===== src/logic/drive_seq_pkg.sv =====
/*
 * drive_seq_pkg: shared types, state encoding and timing constants for the
 * motor on/off sequencer and its input debounce filter.
 * assumes: one 40 MHz system clock; speeds are signed fixed-point rpm * 100.
 */
package drive_seq_pkg;

    // -------------------------------------------------------------------
    // clock and timing
    // -------------------------------------------------------------------
    localparam int unsigned CLK_HZ             = 40_000_000;  // system clock rate
    localparam int unsigned PULSE_CANCEL_MS    = 10;          // 0.01 s pulse cancel delay
    localparam int unsigned STANDSTILL_MON_S   = 300;         // 300.00 s monitor time
    localparam int unsigned TICK_HZ            = 1000;        // millisecond tick rate
    localparam int unsigned TICK_DIV           = CLK_HZ / TICK_HZ;  // clocks per tick
    // monitor time expressed in ticks, derived from its seconds figure
    localparam int unsigned STANDSTILL_MON_MS  = STANDSTILL_MON_S * 1000;
    localparam int unsigned DEBOUNCE_MS_RST    = 0;           // debounce off after reset

    // -------------------------------------------------------------------
    // speeds, in hundredths of rpm
    // -------------------------------------------------------------------
    localparam logic [15:0] STANDSTILL_SPEED_RST = 16'h07d0;  // 20.00 rpm

    // -------------------------------------------------------------------
    // widths
    // -------------------------------------------------------------------
    localparam int unsigned NUM_DI    = 6;                    // digital inputs
    localparam int unsigned SEL_W     = 3;                    // source select width
    localparam int unsigned TICK_W    = 16;                   // tick divider width
    localparam int unsigned TIMER_W   = 20;                   // ms timers

    // index of the two inputs paired into the fail-safe channel
    localparam int unsigned DI_FS_A   = 4;
    localparam int unsigned DI_FS_B   = 5;

    // -------------------------------------------------------------------
    // sequencer states, gray along the on path
    // -------------------------------------------------------------------
    typedef enum logic [2:0] {
        SWITCH_ON_INHIBITED = 3'h0,
        READY_TO_START      = 3'h1,
        AWAIT_ENABLE        = 3'h3,
        RUNNING             = 3'h2,
        RAMP_STOP_A         = 3'h6,
        QUICK_STOP          = 3'h7,
        RAMP_STOP_C         = 3'h5
    } seq_state_t;

    // ramp selection shown to the ramp generator
    typedef enum logic [1:0] {
        RAMP_NONE  = 2'h0,
        RAMP_NORM  = 2'h1,
        RAMP_QUICK = 2'h2
    } ramp_sel_t;

    // command sources from the controller (besides the selected on input)
    typedef struct packed {
        logic jog1;
        logic jog2;
        logic coastStopN;   // low requests coast stop
        logic quickStopN;   // low requests quick stop
        logic enableOp;     // operation enable
    } cmd_t;

    // drive status outputs
    typedef struct packed {
        seq_state_t state;
        logic       energised;
        ramp_sel_t  ramp;
        logic       standstill;
        logic       safeTorqueOff;
    } drive_status_t;

endpackage : drive_seq_pkg


===== src/logic/input_debounce.sv =====
/*
 * input_debounce: per-bit debounce of digital inputs.
 * assumes: inputs synchronous to clk; tick is a one-cycle millisecond enable.
 */
`timescale 1ns/1ps
module input_debounce #(
    parameter int unsigned WIDTH = drive_seq_pkg::NUM_DI,
    parameter int unsigned CNT_W = 8
) (
    input  wire logic             clk,
    input  wire logic             rst,
    input  wire logic             tick,
    input  wire logic [CNT_W-1:0] debounceMs,
    input  wire logic [WIDTH-1:0] rawIn,
    output logic      [WIDTH-1:0] filtered
);
    import drive_seq_pkg::*;

    // -------------------------------------------------------------------
    // per-bit filter: output follows input once stable for debounceMs ticks
    // -------------------------------------------------------------------
    generate
        for (genvar i = 0; i < WIDTH; i++) begin : g_bit
            typedef struct packed {
                logic             out;
                logic [CNT_W-1:0] cnt;
            } deb_t;
            deb_t st_r;   // registered state
            deb_t st_nxt; // next state

            // count stable ticks while input differs; zero time passes through
            always_comb begin
                st_nxt = st_r;
                if (rawIn[i] == st_r.out) begin
                    st_nxt.cnt = '0;
                end else if (debounceMs == '0) begin
                    st_nxt.out = rawIn[i];
                end else if (tick) begin
                    if (st_r.cnt + 1'b1 >= debounceMs) begin
                        st_nxt.out = rawIn[i];
                        st_nxt.cnt = '0;
                    end else begin
                        st_nxt.cnt = st_r.cnt + 1'b1;
                    end
                end
            end

            always_ff @(posedge clk or posedge rst) begin
                if (rst) begin
                    st_r <= '0;
                end else begin
                    st_r <= st_nxt;
                end
            end

            assign filtered[i] = st_r.out;
        end
    endgenerate

endmodule : input_debounce


===== src/logic/drive_on_off_sequencer.sv =====
/*
 * drive_on_off_sequencer: on/off sequence control of a motor inverter.
 * assumes: all inputs synchronous to clk; speeds in hundredths of rpm;
 * the ramp generator itself and the safety logic sit outside.
 */
`timescale 1ns/1ps
module drive_on_off_sequencer
    import drive_seq_pkg::*;
#(
    parameter int unsigned PULSE_TICKS = PULSE_CANCEL_MS,    // ms ticks
    parameter int unsigned MON_TICKS   = STANDSTILL_MON_MS,  // ms ticks
    parameter int unsigned CLK_DIV     = TICK_DIV            // clocks per ms
) (
    input  wire logic                         clk,
    input  wire logic                         rst,
    input  wire logic [NUM_DI-1:0]            digitalInputRaw,   // terminal inputs
    input  wire logic [SEL_W-1:0]             onCmdSourceSelect, // input feeding on/ramp stop
    input  wire logic [7:0]                   inputDebounceTime, // ms, 0 = off
    input  wire drive_seq_pkg::cmd_t          cmdIn,             // other commands
    input  wire logic                         enableOpSourceFixed, // 1: enable always on
    input  wire logic                         safeTorqueOffEnable, // function enabled
    input  wire logic signed [15:0]           speedActual,
    input  wire logic signed [15:0]           speedSetpoint,
    input  wire logic [15:0]                  standstillSpeedThreshold,
    output drive_seq_pkg::drive_status_t      status,
    output logic [NUM_DI-1:0]                 digitalInputStatus,
    output logic                              failsafeInputZero
);
    import drive_seq_pkg::*;

    // -------------------------------------------------------------------
    // millisecond tick divider
    // -------------------------------------------------------------------
    localparam logic [TICK_W-1:0] DIV_LAST = TICK_W'(CLK_DIV - 1);

    // whole module state in one struct
    typedef struct packed {
        logic [TICK_W-1:0]  divCnt;      // tick prescaler
        logic               tick;        // one-cycle ms enable
        seq_state_t         state;       // sequencer state
        logic               onPrev;      // last on command, for edge detect
        logic               energised;   // motor current flowing
        ramp_sel_t          ramp;        // active ramp
        logic [TIMER_W-1:0] pulseTmr;    // actual-speed path timer
        logic [TIMER_W-1:0] monTmr;      // setpoint path timer
        logic               standstill;  // standstill declared
        logic               safe_torque_off;         // safe torque off selected
        logic [NUM_DI-1:0]  diStatus;    // debounced inputs, registered
        logic               fdi;         // failsafe channel
    } seq_t;

    seq_t st_r;    // registered state
    seq_t st_nxt;  // next state

    logic [NUM_DI-1:0] diFiltered;  // debounce output
    logic              onCmd;       // selected on/ramp stop level
    logic              onRise;      // fresh on edge
    logic              wantOn;      // any switch-on request
    logic              enableOp;    // effective operation enable
    logic              rampStop;    // on released
    logic              coastStop;
    logic              quickStop;
    logic [15:0]       actAbs;      // |actual speed|
    logic [15:0]       setAbs;      // |setpoint|
    logic              actLow;
    logic              setLow;
    logic              stopping;    // in a braking state

    // -------------------------------------------------------------------
    // debounce filter
    // -------------------------------------------------------------------
    input_debounce #(
        .WIDTH (NUM_DI),
        .CNT_W (8)
    ) u_debounce (
        .clk        (clk),
        .rst        (rst),
        .tick       (st_r.tick),
        .debounceMs (inputDebounceTime),
        .rawIn      (digitalInputRaw),
        .filtered   (diFiltered)
    );

    // -------------------------------------------------------------------
    // command decode
    // -------------------------------------------------------------------
    // on source picked from any debounced status bit; out of range reads 0
    always_comb begin
        onCmd = 1'b0;
        if (onCmdSourceSelect < SEL_W'(NUM_DI)) begin
            onCmd = st_r.diStatus[onCmdSourceSelect];
        end
        onRise    = onCmd & ~st_r.onPrev;
        wantOn    = onCmd | cmdIn.jog1 | cmdIn.jog2;
        enableOp  = enableOpSourceFixed | cmdIn.enableOp;
        coastStop = ~cmdIn.coastStopN | st_r.safe_torque_off;      // torque off acts as coast
        quickStop = ~cmdIn.quickStopN;
        rampStop  = ~wantOn;
        actAbs    = speedActual[15] ? 16'(-speedActual) : speedActual;
        setAbs    = speedSetpoint[15] ? 16'(-speedSetpoint) : speedSetpoint;
        actLow    = actAbs < standstillSpeedThreshold;
        setLow    = setAbs < standstillSpeedThreshold;
        stopping  = (st_r.state == RAMP_STOP_A) || (st_r.state == RAMP_STOP_C)
                    || (st_r.state == QUICK_STOP);
    end

    // -------------------------------------------------------------------
    // next-state logic
    // -------------------------------------------------------------------
    always_comb begin
        st_nxt = st_r;

        // ms tick divider
        st_nxt.tick = 1'b0;
        if (st_r.divCnt >= DIV_LAST) begin
            st_nxt.divCnt = '0;
            st_nxt.tick   = 1'b1;
        end else begin
            st_nxt.divCnt = st_r.divCnt + 1'b1;
        end

        st_nxt.diStatus = diFiltered;
        st_nxt.onPrev   = onCmd;

        // failsafe channel is active only when both paired inputs agree high
        st_nxt.fdi = diFiltered[DI_FS_A] & diFiltered[DI_FS_B];
        // torque off is folded into the coast-stop path of the sequencer
        // selecting torque off needs the function enabled by the user
        st_nxt.safe_torque_off = safeTorqueOffEnable & ~st_nxt.fdi;

        // timers saturate at their end value, so a long stop never wraps to zero
        // standstill timers only run while braking; reset when condition drops
        if (!stopping || !actLow) begin
            st_nxt.pulseTmr = '0;
        end else if (st_r.tick && st_r.pulseTmr < TIMER_W'(PULSE_TICKS)) begin
            st_nxt.pulseTmr = st_r.pulseTmr + 1'b1;
        end
        if (!stopping || !setLow) begin
            st_nxt.monTmr = '0;
        end else if (st_r.tick && st_r.monTmr < TIMER_W'(MON_TICKS)) begin
            st_nxt.monTmr = st_r.monTmr + 1'b1;
        end
        st_nxt.standstill = stopping && ((st_r.pulseTmr >= TIMER_W'(PULSE_TICKS))
                            || (st_r.monTmr >= TIMER_W'(MON_TICKS)));

        // sequencer
        case (st_r.state)
            SWITCH_ON_INHIBITED: begin
                // go to await enable only on a fresh rising on, or to ready to start once no on is requested, while no stop pends
                if (onRise && !coastStop && !quickStop) begin
                    st_nxt.state = AWAIT_ENABLE;
                end else if (!wantOn && !coastStop && !quickStop) begin
                    st_nxt.state = READY_TO_START;
                end
            end
            READY_TO_START: begin
                st_nxt.energised = 1'b0;
                if (coastStop || quickStop) begin
                    st_nxt.state = SWITCH_ON_INHIBITED;
                end else if (wantOn) begin
                    st_nxt.state = AWAIT_ENABLE;
                end
            end
            AWAIT_ENABLE: begin
                if (coastStop || quickStop) begin
                    st_nxt.state = SWITCH_ON_INHIBITED;
                end else if (!wantOn) begin
                    st_nxt.state = READY_TO_START;
                end else if (enableOp) begin
                    st_nxt.state     = RUNNING;
                    st_nxt.energised = 1'b1;
                end
            end
            RUNNING: begin
                // stop priority: coast, then quick, then ramp
                if (coastStop) begin
                    st_nxt.state     = SWITCH_ON_INHIBITED;
                    st_nxt.energised = 1'b0;
                    st_nxt.ramp      = RAMP_NONE;
                end else if (quickStop) begin
                    st_nxt.state = QUICK_STOP;
                    st_nxt.ramp  = RAMP_QUICK;
                end else if (rampStop) begin
                    st_nxt.state = RAMP_STOP_A;
                    st_nxt.ramp  = RAMP_NORM;
                end else if (!enableOp) begin
                    st_nxt.state = RAMP_STOP_C;                  // inhibit operation
                    st_nxt.ramp  = RAMP_NORM;
                end else begin
                    st_nxt.ramp = RAMP_NONE;
                end
            end
            RAMP_STOP_A, RAMP_STOP_C: begin
                if (coastStop) begin
                    st_nxt.state     = SWITCH_ON_INHIBITED;
                    st_nxt.energised = 1'b0;
                    st_nxt.ramp      = RAMP_NONE;
                end else if (quickStop) begin
                    st_nxt.state = QUICK_STOP;
                    st_nxt.ramp  = RAMP_QUICK;
                end else if (st_r.standstill) begin
                    st_nxt.state     = READY_TO_START;
                    st_nxt.energised = 1'b0;
                    st_nxt.ramp      = RAMP_NONE;
                end else if (wantOn && enableOp && st_r.state == RAMP_STOP_A) begin
                    st_nxt.state = RUNNING;                      // re-on during ramp
                    st_nxt.ramp  = RAMP_NONE;
                end
            end
            QUICK_STOP: begin
                if (coastStop) begin
                    st_nxt.state     = SWITCH_ON_INHIBITED;
                    st_nxt.energised = 1'b0;
                    st_nxt.ramp      = RAMP_NONE;
                end else if (st_r.standstill) begin
                    // quick stop ends locked out until on is renewed
                    st_nxt.state     = SWITCH_ON_INHIBITED;
                    st_nxt.energised = 1'b0;
                    st_nxt.ramp      = RAMP_NONE;
                end
            end
            default: begin
                st_nxt.state     = READY_TO_START;
                st_nxt.energised = 1'b0;
                st_nxt.ramp      = RAMP_NONE;
            end
        endcase
    end

    // -------------------------------------------------------------------
    // state register; power-up lands in ready to start
    // -------------------------------------------------------------------
    // the divider restarts with reset, so the first tick lands CLK_DIV clocks later
    always_ff @(posedge clk or posedge rst) begin
        if (rst) begin
            st_r       <= '0;
            st_r.state <= READY_TO_START;
        end else begin
            st_r <= st_nxt;
        end
    end

    // outputs straight from flip-flops
    assign status.state         = st_r.state;
    assign status.energised     = st_r.energised;
    assign status.ramp          = st_r.ramp;
    assign status.standstill    = st_r.standstill;
    assign status.safeTorqueOff = st_r.safe_torque_off;
    assign digitalInputStatus   = st_r.diStatus;
    assign failsafeInputZero    = st_r.fdi;

    // -------------------------------------------------------------------
    // checks
    // -------------------------------------------------------------------
    AST_RESET_READY: assert property (@(posedge clk)
        $fell(rst) |-> st_r.state == READY_TO_START)
        else $error("not ready to start after reset");

    AST_ON_RUNS: assert property (@(posedge clk) disable iff (rst)
        st_r.state == AWAIT_ENABLE && st_nxt.state == RUNNING |=> st_r.energised)
        else $error("running without energised motor");

    AST_READY_OFF: assert property (@(posedge clk) disable iff (rst)
        st_r.state == READY_TO_START |-> !st_r.energised)
        else $error("motor energised in ready to start");

    AST_INHIBIT_EDGE: assert property (@(posedge clk) disable iff (rst)
        st_r.state == SWITCH_ON_INHIBITED && wantOn && !onRise |=> st_r.state != AWAIT_ENABLE)
        else $error("left inhibited without fresh on");

    AST_COAST_NOW: assert property (@(posedge clk) disable iff (rst)
        st_r.energised && coastStop |=> !st_r.energised)
        else $error("coast stop did not de-energise");

    AST_QUICK_RAMP: assert property (@(posedge clk) disable iff (rst)
        st_r.state == QUICK_STOP |-> st_r.ramp == RAMP_QUICK && st_r.energised)
        else $error("quick stop without quick ramp");

    AST_STOP_ENERGISED: assert property (@(posedge clk) disable iff (rst)
        stopping && !st_r.standstill && !coastStop |=> st_r.energised)
        else $error("de-energised before standstill");

    AST_PULSE_PATH: assert property (@(posedge clk) disable iff (rst)
        st_r.pulseTmr >= TIMER_W'(PULSE_TICKS) && stopping |=> st_r.standstill)
        else $error("standstill missed after cancel delay");

    AST_TIMER_RESTART: assert property (@(posedge clk) disable iff (rst)
        !actLow |=> st_r.pulseTmr == '0)
        else $error("cancel timer kept counting");

    AST_FDI_PAIR: assert property (@(posedge clk) disable iff (rst)
        st_r.fdi |-> $past(diFiltered[DI_FS_A]) && $past(diFiltered[DI_FS_B]))
        else $error("failsafe input set without both inputs");

    // stop states: ramp choice, stop priority and the monitor standstill path
    // enable gating and torque-off qualification
    AST_RAMP_NORMAL: assert property (@(posedge clk) disable iff (rst)
        (st_r.state == RAMP_STOP_A || st_r.state == RAMP_STOP_C) |-> st_r.ramp == RAMP_NORM && st_r.energised)
        else $error("ramp stop without normal ramp");

    AST_AWAIT_HOLD: assert property (@(posedge clk) disable iff (rst)
        st_r.state == AWAIT_ENABLE && !enableOp |=> st_r.state != RUNNING && !st_r.energised)
        else $error("left await enable without enable");

    AST_QUICK_OVER_RAMP: assert property (@(posedge clk) disable iff (rst)
        st_r.state == RUNNING && quickStop && !coastStop |=> st_r.state == QUICK_STOP)
        else $error("quick stop did not take priority");

    AST_RAMP_DONE: assert property (@(posedge clk) disable iff (rst)
        st_r.state == RAMP_STOP_A && st_r.standstill && !coastStop && !quickStop
        |=> st_r.state == READY_TO_START && !st_r.energised)
        else $error("finished ramp stop not back in ready");

    AST_MON_PATH: assert property (@(posedge clk) disable iff (rst)
        st_r.monTmr >= TIMER_W'(MON_TICKS) && stopping |=> st_r.standstill)
        else $error("standstill missed after monitor time");

    AST_STILL_BRAKING: assert property (@(posedge clk) disable iff (rst)
        st_r.standstill |-> $past(stopping))
        else $error("standstill declared outside a stop");

    AST_STO_ENABLED: assert property (@(posedge clk) disable iff (rst)
        st_r.safe_torque_off |-> $past(safeTorqueOffEnable))
        else $error("torque off selected while function disabled");

endmodule : drive_on_off_sequencer


===== config.mk =====
export PLATFORM = sky130hd
export DESIGN_NAME = drive_on_off_sequencer
export DESIGN_NICKNAME = d
export VERILOG_FILES = /design/src/logic/drive_seq_pkg.sv /design/src/logic/input_debounce.sv /design/src/logic/drive_on_off_sequencer.sv
export SDC_FILE = /design/constraint.sdc
export NUM_CORES = 1
export LEC_CHECK = 0
export BUFFER_PORTS_ARGS = -buffer_cell sky130_fd_sc_hd__buf_2
export CAP_MARGIN = 10
export CORE_AREA = 2 2 161 147
export CTS_CLUSTER_DIAMETER = 50
export DETAILED_ROUTE_END_ITERATION = 6
export DIE_AREA = 0 0 163 149
export GPL_TIMING_DRIVEN = 0
export HOLD_SLACK_MARGIN = 0.02
export MAX_ROUTING_LAYER = met4
export SLEW_MARGIN = 20
export SYNTH_ARGS = -nofsm -noshare
export SYNTH_HDL_FRONTEND = slang
export SYNTH_SLANG_ARGS = --single-unit
export TNS_END_PERCENT = 50

===== constraint.sdc =====
create_clock -name clk -period 5.9 [get_ports clk]
set_clock_uncertainty 0.1 [all_clocks]
set_input_delay 0.59 -clock clk [delete_from_list [all_inputs] [get_ports clk]]
set_output_delay 0.59 -clock clk [all_outputs]
set_load 0.05 [all_outputs]

==> impl_metrics.toml, run 1 <==
[grt]
grt_pass1_vias = 7416
grt-ovfl-total = 0
grt_pass1_wl_um = 35800
antenna_found_initial = 0
grt_max_degree = 74
grt_usage = 0.190

[yosys]
ys.flop_type = "dfrtp_1"
yosys-top-cells-area = "dfrtp_1 35%, ha_1 13%, xnor2_1 7.5%, nor2_1 5.1%, nand2_1 4.4%"
ys_types = 64
syn_nets = 1156
ys_ff_latch = 127
avgSynthCellArea_um2 = 9.01
syn_inst = 991
synth_top_area_share = 0.353
synth.yosys.seq_area_share = 0.356
synth_area_leader_cell = "dfrtp_1"
synth_edf_count = 0
synth_area_um2 = 8930
ys_warn_count = 0
async_reset_ff_frac = 1.00

[clock_network]
path_clk_slew_ns = 0.06
ctsHoldBuffers = 0
h-tree-depth = 4
clock_path_buffers = 2
ctsRootBufferMaster = "clkbuf_16"
cts_tree = "yes"
worstSkewPairLatency_ns = 0.42
cts.sinks = 127
cts_resized = 0
cts_made_buffers = 17
post_cts_buffers = 0

[sta]
tightest_slew_ns = 0.997
period_share = 0.575
rsz0062_at_grt = "false"
fmax_mhz = 295
tns_ns = 0
finalSetupViolCount = 0
min_period_ns = 3.40
drv_slew = 0
slew_headroom = 0.335
hold_viol_final = 0

[worst_setup_path]
arrival_ns = 3.58
crit_chain = "buf_2 > or3_1 > or3_4 > nor2_4 > nand2_2 > o41ai_2 > xnor2_1 > ha_1 > nand2_1 > nor4_1 > o21ai_0 > o211ai_1 > clkbuf_1 > nor2_1"
slowest_delay_ns = 0.43
crit_buf_inv = 2
r2r_setup_slack_ns = 2.86
cp_top_family = "simple AND/OR/NAND/NOR gates"
cp-start-kind = "primary input"
crit_fanout = 10
crit_path_top_delay_cell = "clkbuf_1"
critPathRequiredTime_ns = 6.08
end_kind = "register"
crit_type = "primary input to register"

[route]
dr.pass1.iters = 5
drc = 0
wl_per_cell_um = 15.0
dr.first_iter.drc_count = 368
routed_wl_um = 21200
avgViaCountPerCell = 5.23
dr_total_vias = 7397
antenna_left = 0

[cells_and_area]
drive_gt1_frac = 0.165
postLayoutCoreUtil = 0.456
areaGrowthSynthToFinish_pct = 16.7
fin_cells = 1415
fillerInstances = 2249
nets = 1264

[floorplan]
coreArea_um2 = 22900
rows = 53
die_x_um = 163
io_pins = 89
start_util = 0.390
die_area_um2 = 24300
die_h_um = 149

[place]
portBuffers = 88
post-dp-hpwl_um = 15600
gp_congestion = 0.875
dp.cells = 1382

[worst_hold_path]
hold_path_class = "primary input to asynchronous set/reset pin"

[outcome]
outcome = "finished clean"

[pwr]
cellPowerDensity_nw_per_um2 = 240
peakVddDrop_mv = 0.171
leakagePower_nw = 4.93

[job]
cap_viol_max_count = 0
==> per-stage QoR <==
| stage | setup WS [ns] | area, µm² | hold slack [ns] | total power, W |
|---|---|---|---|---|
| 2_1_floorplan | 1.83 | 8930 | 0.289 | 0.00125 |
| 3_3_place_gp | 0.137 | 9750 | 0.303 | 0.00137 |
| 3_5_place_dp | 2.03 | 9790 | 0.304 | 0.00138 |
| 4_1_cts | 2.45 | 10400 | 0.0849 | 0.00253 |
| 5_1_grt | 2.25 | 10400 | 0.103 | 0.00262 |
| 6_report | 2.50 | 10400 | 0.0862 | 0.00250 |
==> state kept, by name (all words and copies together), names as in the netlist <==
name,count
u_debounce.filtered,6
digitalInputStatus,6
u_debounce.g_bit.st_r,48
status,8
failsafeInputZero,1
st_r,58
==> where the power goes <==
part / internal, W / switching (W) / total (W) / leakage [nW]
Sequential: 0.000896 / 0.0000173 / 0.000913 / 1.74
Combinational: 0.000170 / 0.000281 / 0.000451 / 2.89
Clock: 0.000730 / 0.000409 / 0.00114 / 0.302
==> cell usage in the layout (no fill, tap or decap), types with 9 or more instances in the layout <==
master	n
a211oi_1	10
a21o_1	11
a21oi_1	38
a32o_1	16
and3_1	12
buf_2	93
buf_4	15
clkbuf_1	13
clkbuf_16	17
dfrtp_1	126
ha_1	91
inv_1	43
nand2_1	104
nand2b_1	22
nand3_1	58
nand4_1	17
nor2_1	122
nor2b_1	11
nor3_1	9
nor4_1	12
o21ai_0	40
xnor2_1	77
xor2_1	19
==> cells in the mapped netlist, types with 12 or more instances <==
master / n
clkbuf_1: 13
dfrtp_1: 126
nor2_1: 122
ha_1: 91
buf_4: 15
a21oi_1: 38
xnor2_1: 77
a32o_1: 16
and3_1: 12
nand2b_1: 22
nand4_1: 17
o21ai_0: 40
nand2_1: 104
xor2_1: 19
nand3_1: 58
inv_1: 44
nor4_1: 12
==> routing by layer <==
| layer | global-route usage | share of wire |
|---|---|---|
| met1 | 0.257 | 0.50 |
| met2 | 0.297 | 0.44 |
| met3 | 0.0297 | 0.039 |
| met4 | 0.0540 | 0.015 |
| met5 | - | 0 |
==> cell families (layout without fill, tap and decap cells) <==
family / after synthesis / in the layout / share of synthesized area
adders and majority gates: 91 / 91 / 0.127
AOI/OAI and AO/OA: 181 / 181 / 0.144
muxes: 10 / 10 / 0.0139
DFF: 127 / 127 / 0.356
and+or+nand+nor: 409 / 409 / 0.225
xor gates and xnor gates: 96 / 96 / 0.0941
other: 0 / 1 / 0
buffers and inverters: 77 / 198 / 0.0394
==> final cells by class <==
type                       count  area, µm²  area share
antenna                        1       2.50    0.000240
multi-input combinational    787       5400       0.518
tap                          302        378      0.0362
clock buffer                  19        453      0.0434
clock inverter                13        186      0.0179
buffer                        33        186      0.0179
sequential                   127       3180       0.305
timing repair buffer          89        468      0.0449
inverter                      44        173      0.0166
==> worst paths after layout <==
path,from,endpoint,depth (start not counted)
min,rst,u_debounce.g_bit[4].st_r[0]$_DFFE_PP0P_,2
max reg2reg,u_debounce.g_bit[1].st_r[2]$_DFFE_PP0P_,u_debounce.filtered[1]$_DFFE_PP0P_,11
min in group clk,u_debounce.filtered[2]$_DFFE_PP0P_,digitalInputStatus[2]$_DFF_PP0_,0
min reg2reg,u_debounce.filtered[2]$_DFFE_PP0P_,digitalInputStatus[2]$_DFF_PP0_,0
max in group asynchronous,rst,status[5]$_DFFE_PP1P_,3
max,speedSetpoint[3],st_r[20]$_DFFE_PP0P_,14
No activity file was read; power rests on OpenSTA's default activity.
==> run 2: changes to the inputs <==
==> constraint.sdc (replaced) <==
create_clock -name clk -period 2.9 [get_ports clk]
set_clock_uncertainty 0.1 [all_clocks]
set_input_delay 0.29 -clock clk [delete_from_list [all_inputs] [get_ports clk]]
set_output_delay 0.29 -clock clk [all_outputs]
set_load 0.05 [all_outputs]
==> run 2 against run 1 <==
  * The flow now finishes with violations (setup timing)
  * Sequential share of layout area down 1.5 points
  * First-iteration DRC count is 2.4% higher
  * Largest cell class unchanged
  * Sequential cell count unchanged
  * Register-to-register slack got worse by 2.7 ns
  * Die area unchanged
  * Sequential power increased by 100%
  * Final area is 5.3% higher
  * Highest routed layer unchanged
  * Setup slack got worse by 2.6 ns
  * Combinational power is 110% higher
==> impl_metrics.toml, run 2 (same netlist as run 1, synthesis figures left out) <==
[worst_hold_path]
hold_path_class = "primary input to register"

[route]
drc = 0
dr.first_iter.drc_count = 377
dr_total_vias = 7620
avgViaCountPerCell = 5.26
wl_per_cell_um = 15.0
routed_wl_um = 21800
antenna_left = 0
dr.pass1.iters = 6

[floorplan]
die_area_um2 = 24300
start_util = 0.390
coreArea_um2 = 22900
io_pins = 89
rows = 53
die_x_um = 163
die_h_um = 149

[cells_and_area]
fillerInstances = 2204
stdcell_area_um2 = 11000
largest_register = "st_r"
fin_cells = 1448
final_cell_mix = "124 x dfrtp_1, 111 x nor2_1, 104 x nand2_1"
final_common_cell = "dfrtp_1"
nets = 1297
areaGrowthSynthToFinish_pct = 22.9
largest_reg_flops = 58
drive_gt1_frac = 0.216

[clock_network]
path_clk_slew_ns = 0.06
ctsRootBufferMaster = "clkbuf_16"
cts.sinks = 127
cts_tree = "yes"
cts_made_buffers = 17
clock_path_buffers = 2
worstSkewPairLatency_ns = 0.42
h-tree-depth = 4

[worst_setup_path]
crit_type = "primary input to register"
crit_fanout = 5
arrival_ns = 3.21
cp-start-kind = "primary input"
end_kind = "register"
critPathRequiredTime_ns = 3.15

[grt]
grt_max_degree = 31
antenna_found_initial = 1
grt_usage = 0.191
grt_pass1_vias = 7093
grt-ovfl-total = 0
grt_pass1_wl_um = 35800

[sta]
slew_headroom = 0.361
finalSetupViolCount = 10
setup_slack_ns = -0.0661
fmax_mhz = 337
tns_ns = -0.221
tightest_slew_ns = 0.958
rsz0062_at_grt = "true"
drv_slew = 0
hold_viol_final = 0
hold_ws_ns = 0.0588
period_share = 1.02
min_period_ns = 2.97

[pwr]
cellPowerDensity_nw_per_um2 = 454
leakagePower_nw = 5.15
peakVddDrop_mv = 0.379

[place]
place_ws_ns = -0.740
dp.cells = 1386
post-dp-hpwl_um = 15900
portBuffers = 88
gp_congestion = 0.863
dpl_cell_area_um2 = 9880

[outcome]
violations = "setup timing"
outcome = "complete, but fails checks"

[job]
cap_viol_max_count = 0
==> run 2: cell count changes in the layout (fill, tap and decap cells not counted), moves of 6 or more <==
cell / previous run / this run
buf_4: 15 / 40
nor2_1: 122 / 111
a21oi_4: 0 / 6
clkbuf_1: 13 / 7
nor2_4: 2 / 8
==> run 2: critical path, stage by stage <==
cell       delay, ns
buf_6           0.09
or3_4           0.38
or3_4           0.36
nor2_4          0.11
nand3_2         0.11
o41ai_2         0.23
xnor2_1         0.16
ha_1            0.28
a2111oi_2       0.35
o21ai_1         0.12
o21ai_1         0.09
o211ai_1        0.16
buf_4           0.21
clkbuf_16       0.17
a21oi_4         0.10
==> run 2: what timing repair did <==
item	4_1_cts	5_1_grt
setup endpoints to repair	45	74
endpoints found under the hold margin	17	0
setup buffers	3	21
pin swaps	2	7
hold buffers	4	0
cloned	1	0
gates resized for setup	34	41
==> run 2: final timing paths <==
path,startpoint,to,slack (ns),cells past startpoint
setup / recovery,speedSetpoint[3],st_r[10]$_DFFE_PP0P_,-0.07,15
hold / removal,digitalInputRaw[4],u_debounce.filtered[4]$_DFFE_PP0P_,0.06,3
setup reg to reg,u_debounce.g_bit[3].st_r[2]$_DFFE_PP0P_,u_debounce.filtered[3]$_DFFE_PP0P_,0.13,11
hold reg to reg,u_debounce.filtered[2]$_DFFE_PP0P_,digitalInputStatus[2]$_DFF_PP0_,0.31,0
max in group asynchronous,rst,st_r[33]$_DFFE_PP0P_,1.53,6
min in group asynchronous,rst,u_debounce.g_bit[4].st_r[7]$_DFFE_PP0P_,0.32,3
==> run 2: layout make-up <==
cell class	count	area, µm²	area share
Sequential cell	127	3180	0.290
Clock inverter	12	133	0.0121
Tap cell	302	378	0.0344
Buffer	33	234	0.0213
Clock buffer	20	467	0.0425
Timing Repair Buffer	122	823	0.0750
Inverter	44	169	0.0154
Multi-Input combinational cell	787	5600	0.509
Antenna cell	1	2.50	0.000228
==> run 2: where the power goes <==
| part | switching, W | internal (W) |
|---|---|---|
| Combinational | 0.000589 | 0.000374 |
| Sequential | 0.0000360 | 0.00182 |
| Clock | 0.000824 | 0.00134 |
| Total | 0.00145 | 0.00353 |
==> run 2: stage by stage <==
stage | power, W | utilization
final | 0.00498 | 0.480
after global routing | 0.00522 | 0.480
after CTS | 0.00502 | 0.467
after detailed placement | 0.00282 | 0.432
after global placement | 0.00280 | 0.426
after floorplan | 0.00255 | -
==> run 2: metal layers <==
layer | share of wire | track usage
met2 | 0.45 | 0.294
met4 | 0.0090 | 0.0429
met1 | 0.50 | 0.261
met3 | 0.044 | 0.0384
met5 | 0 | -
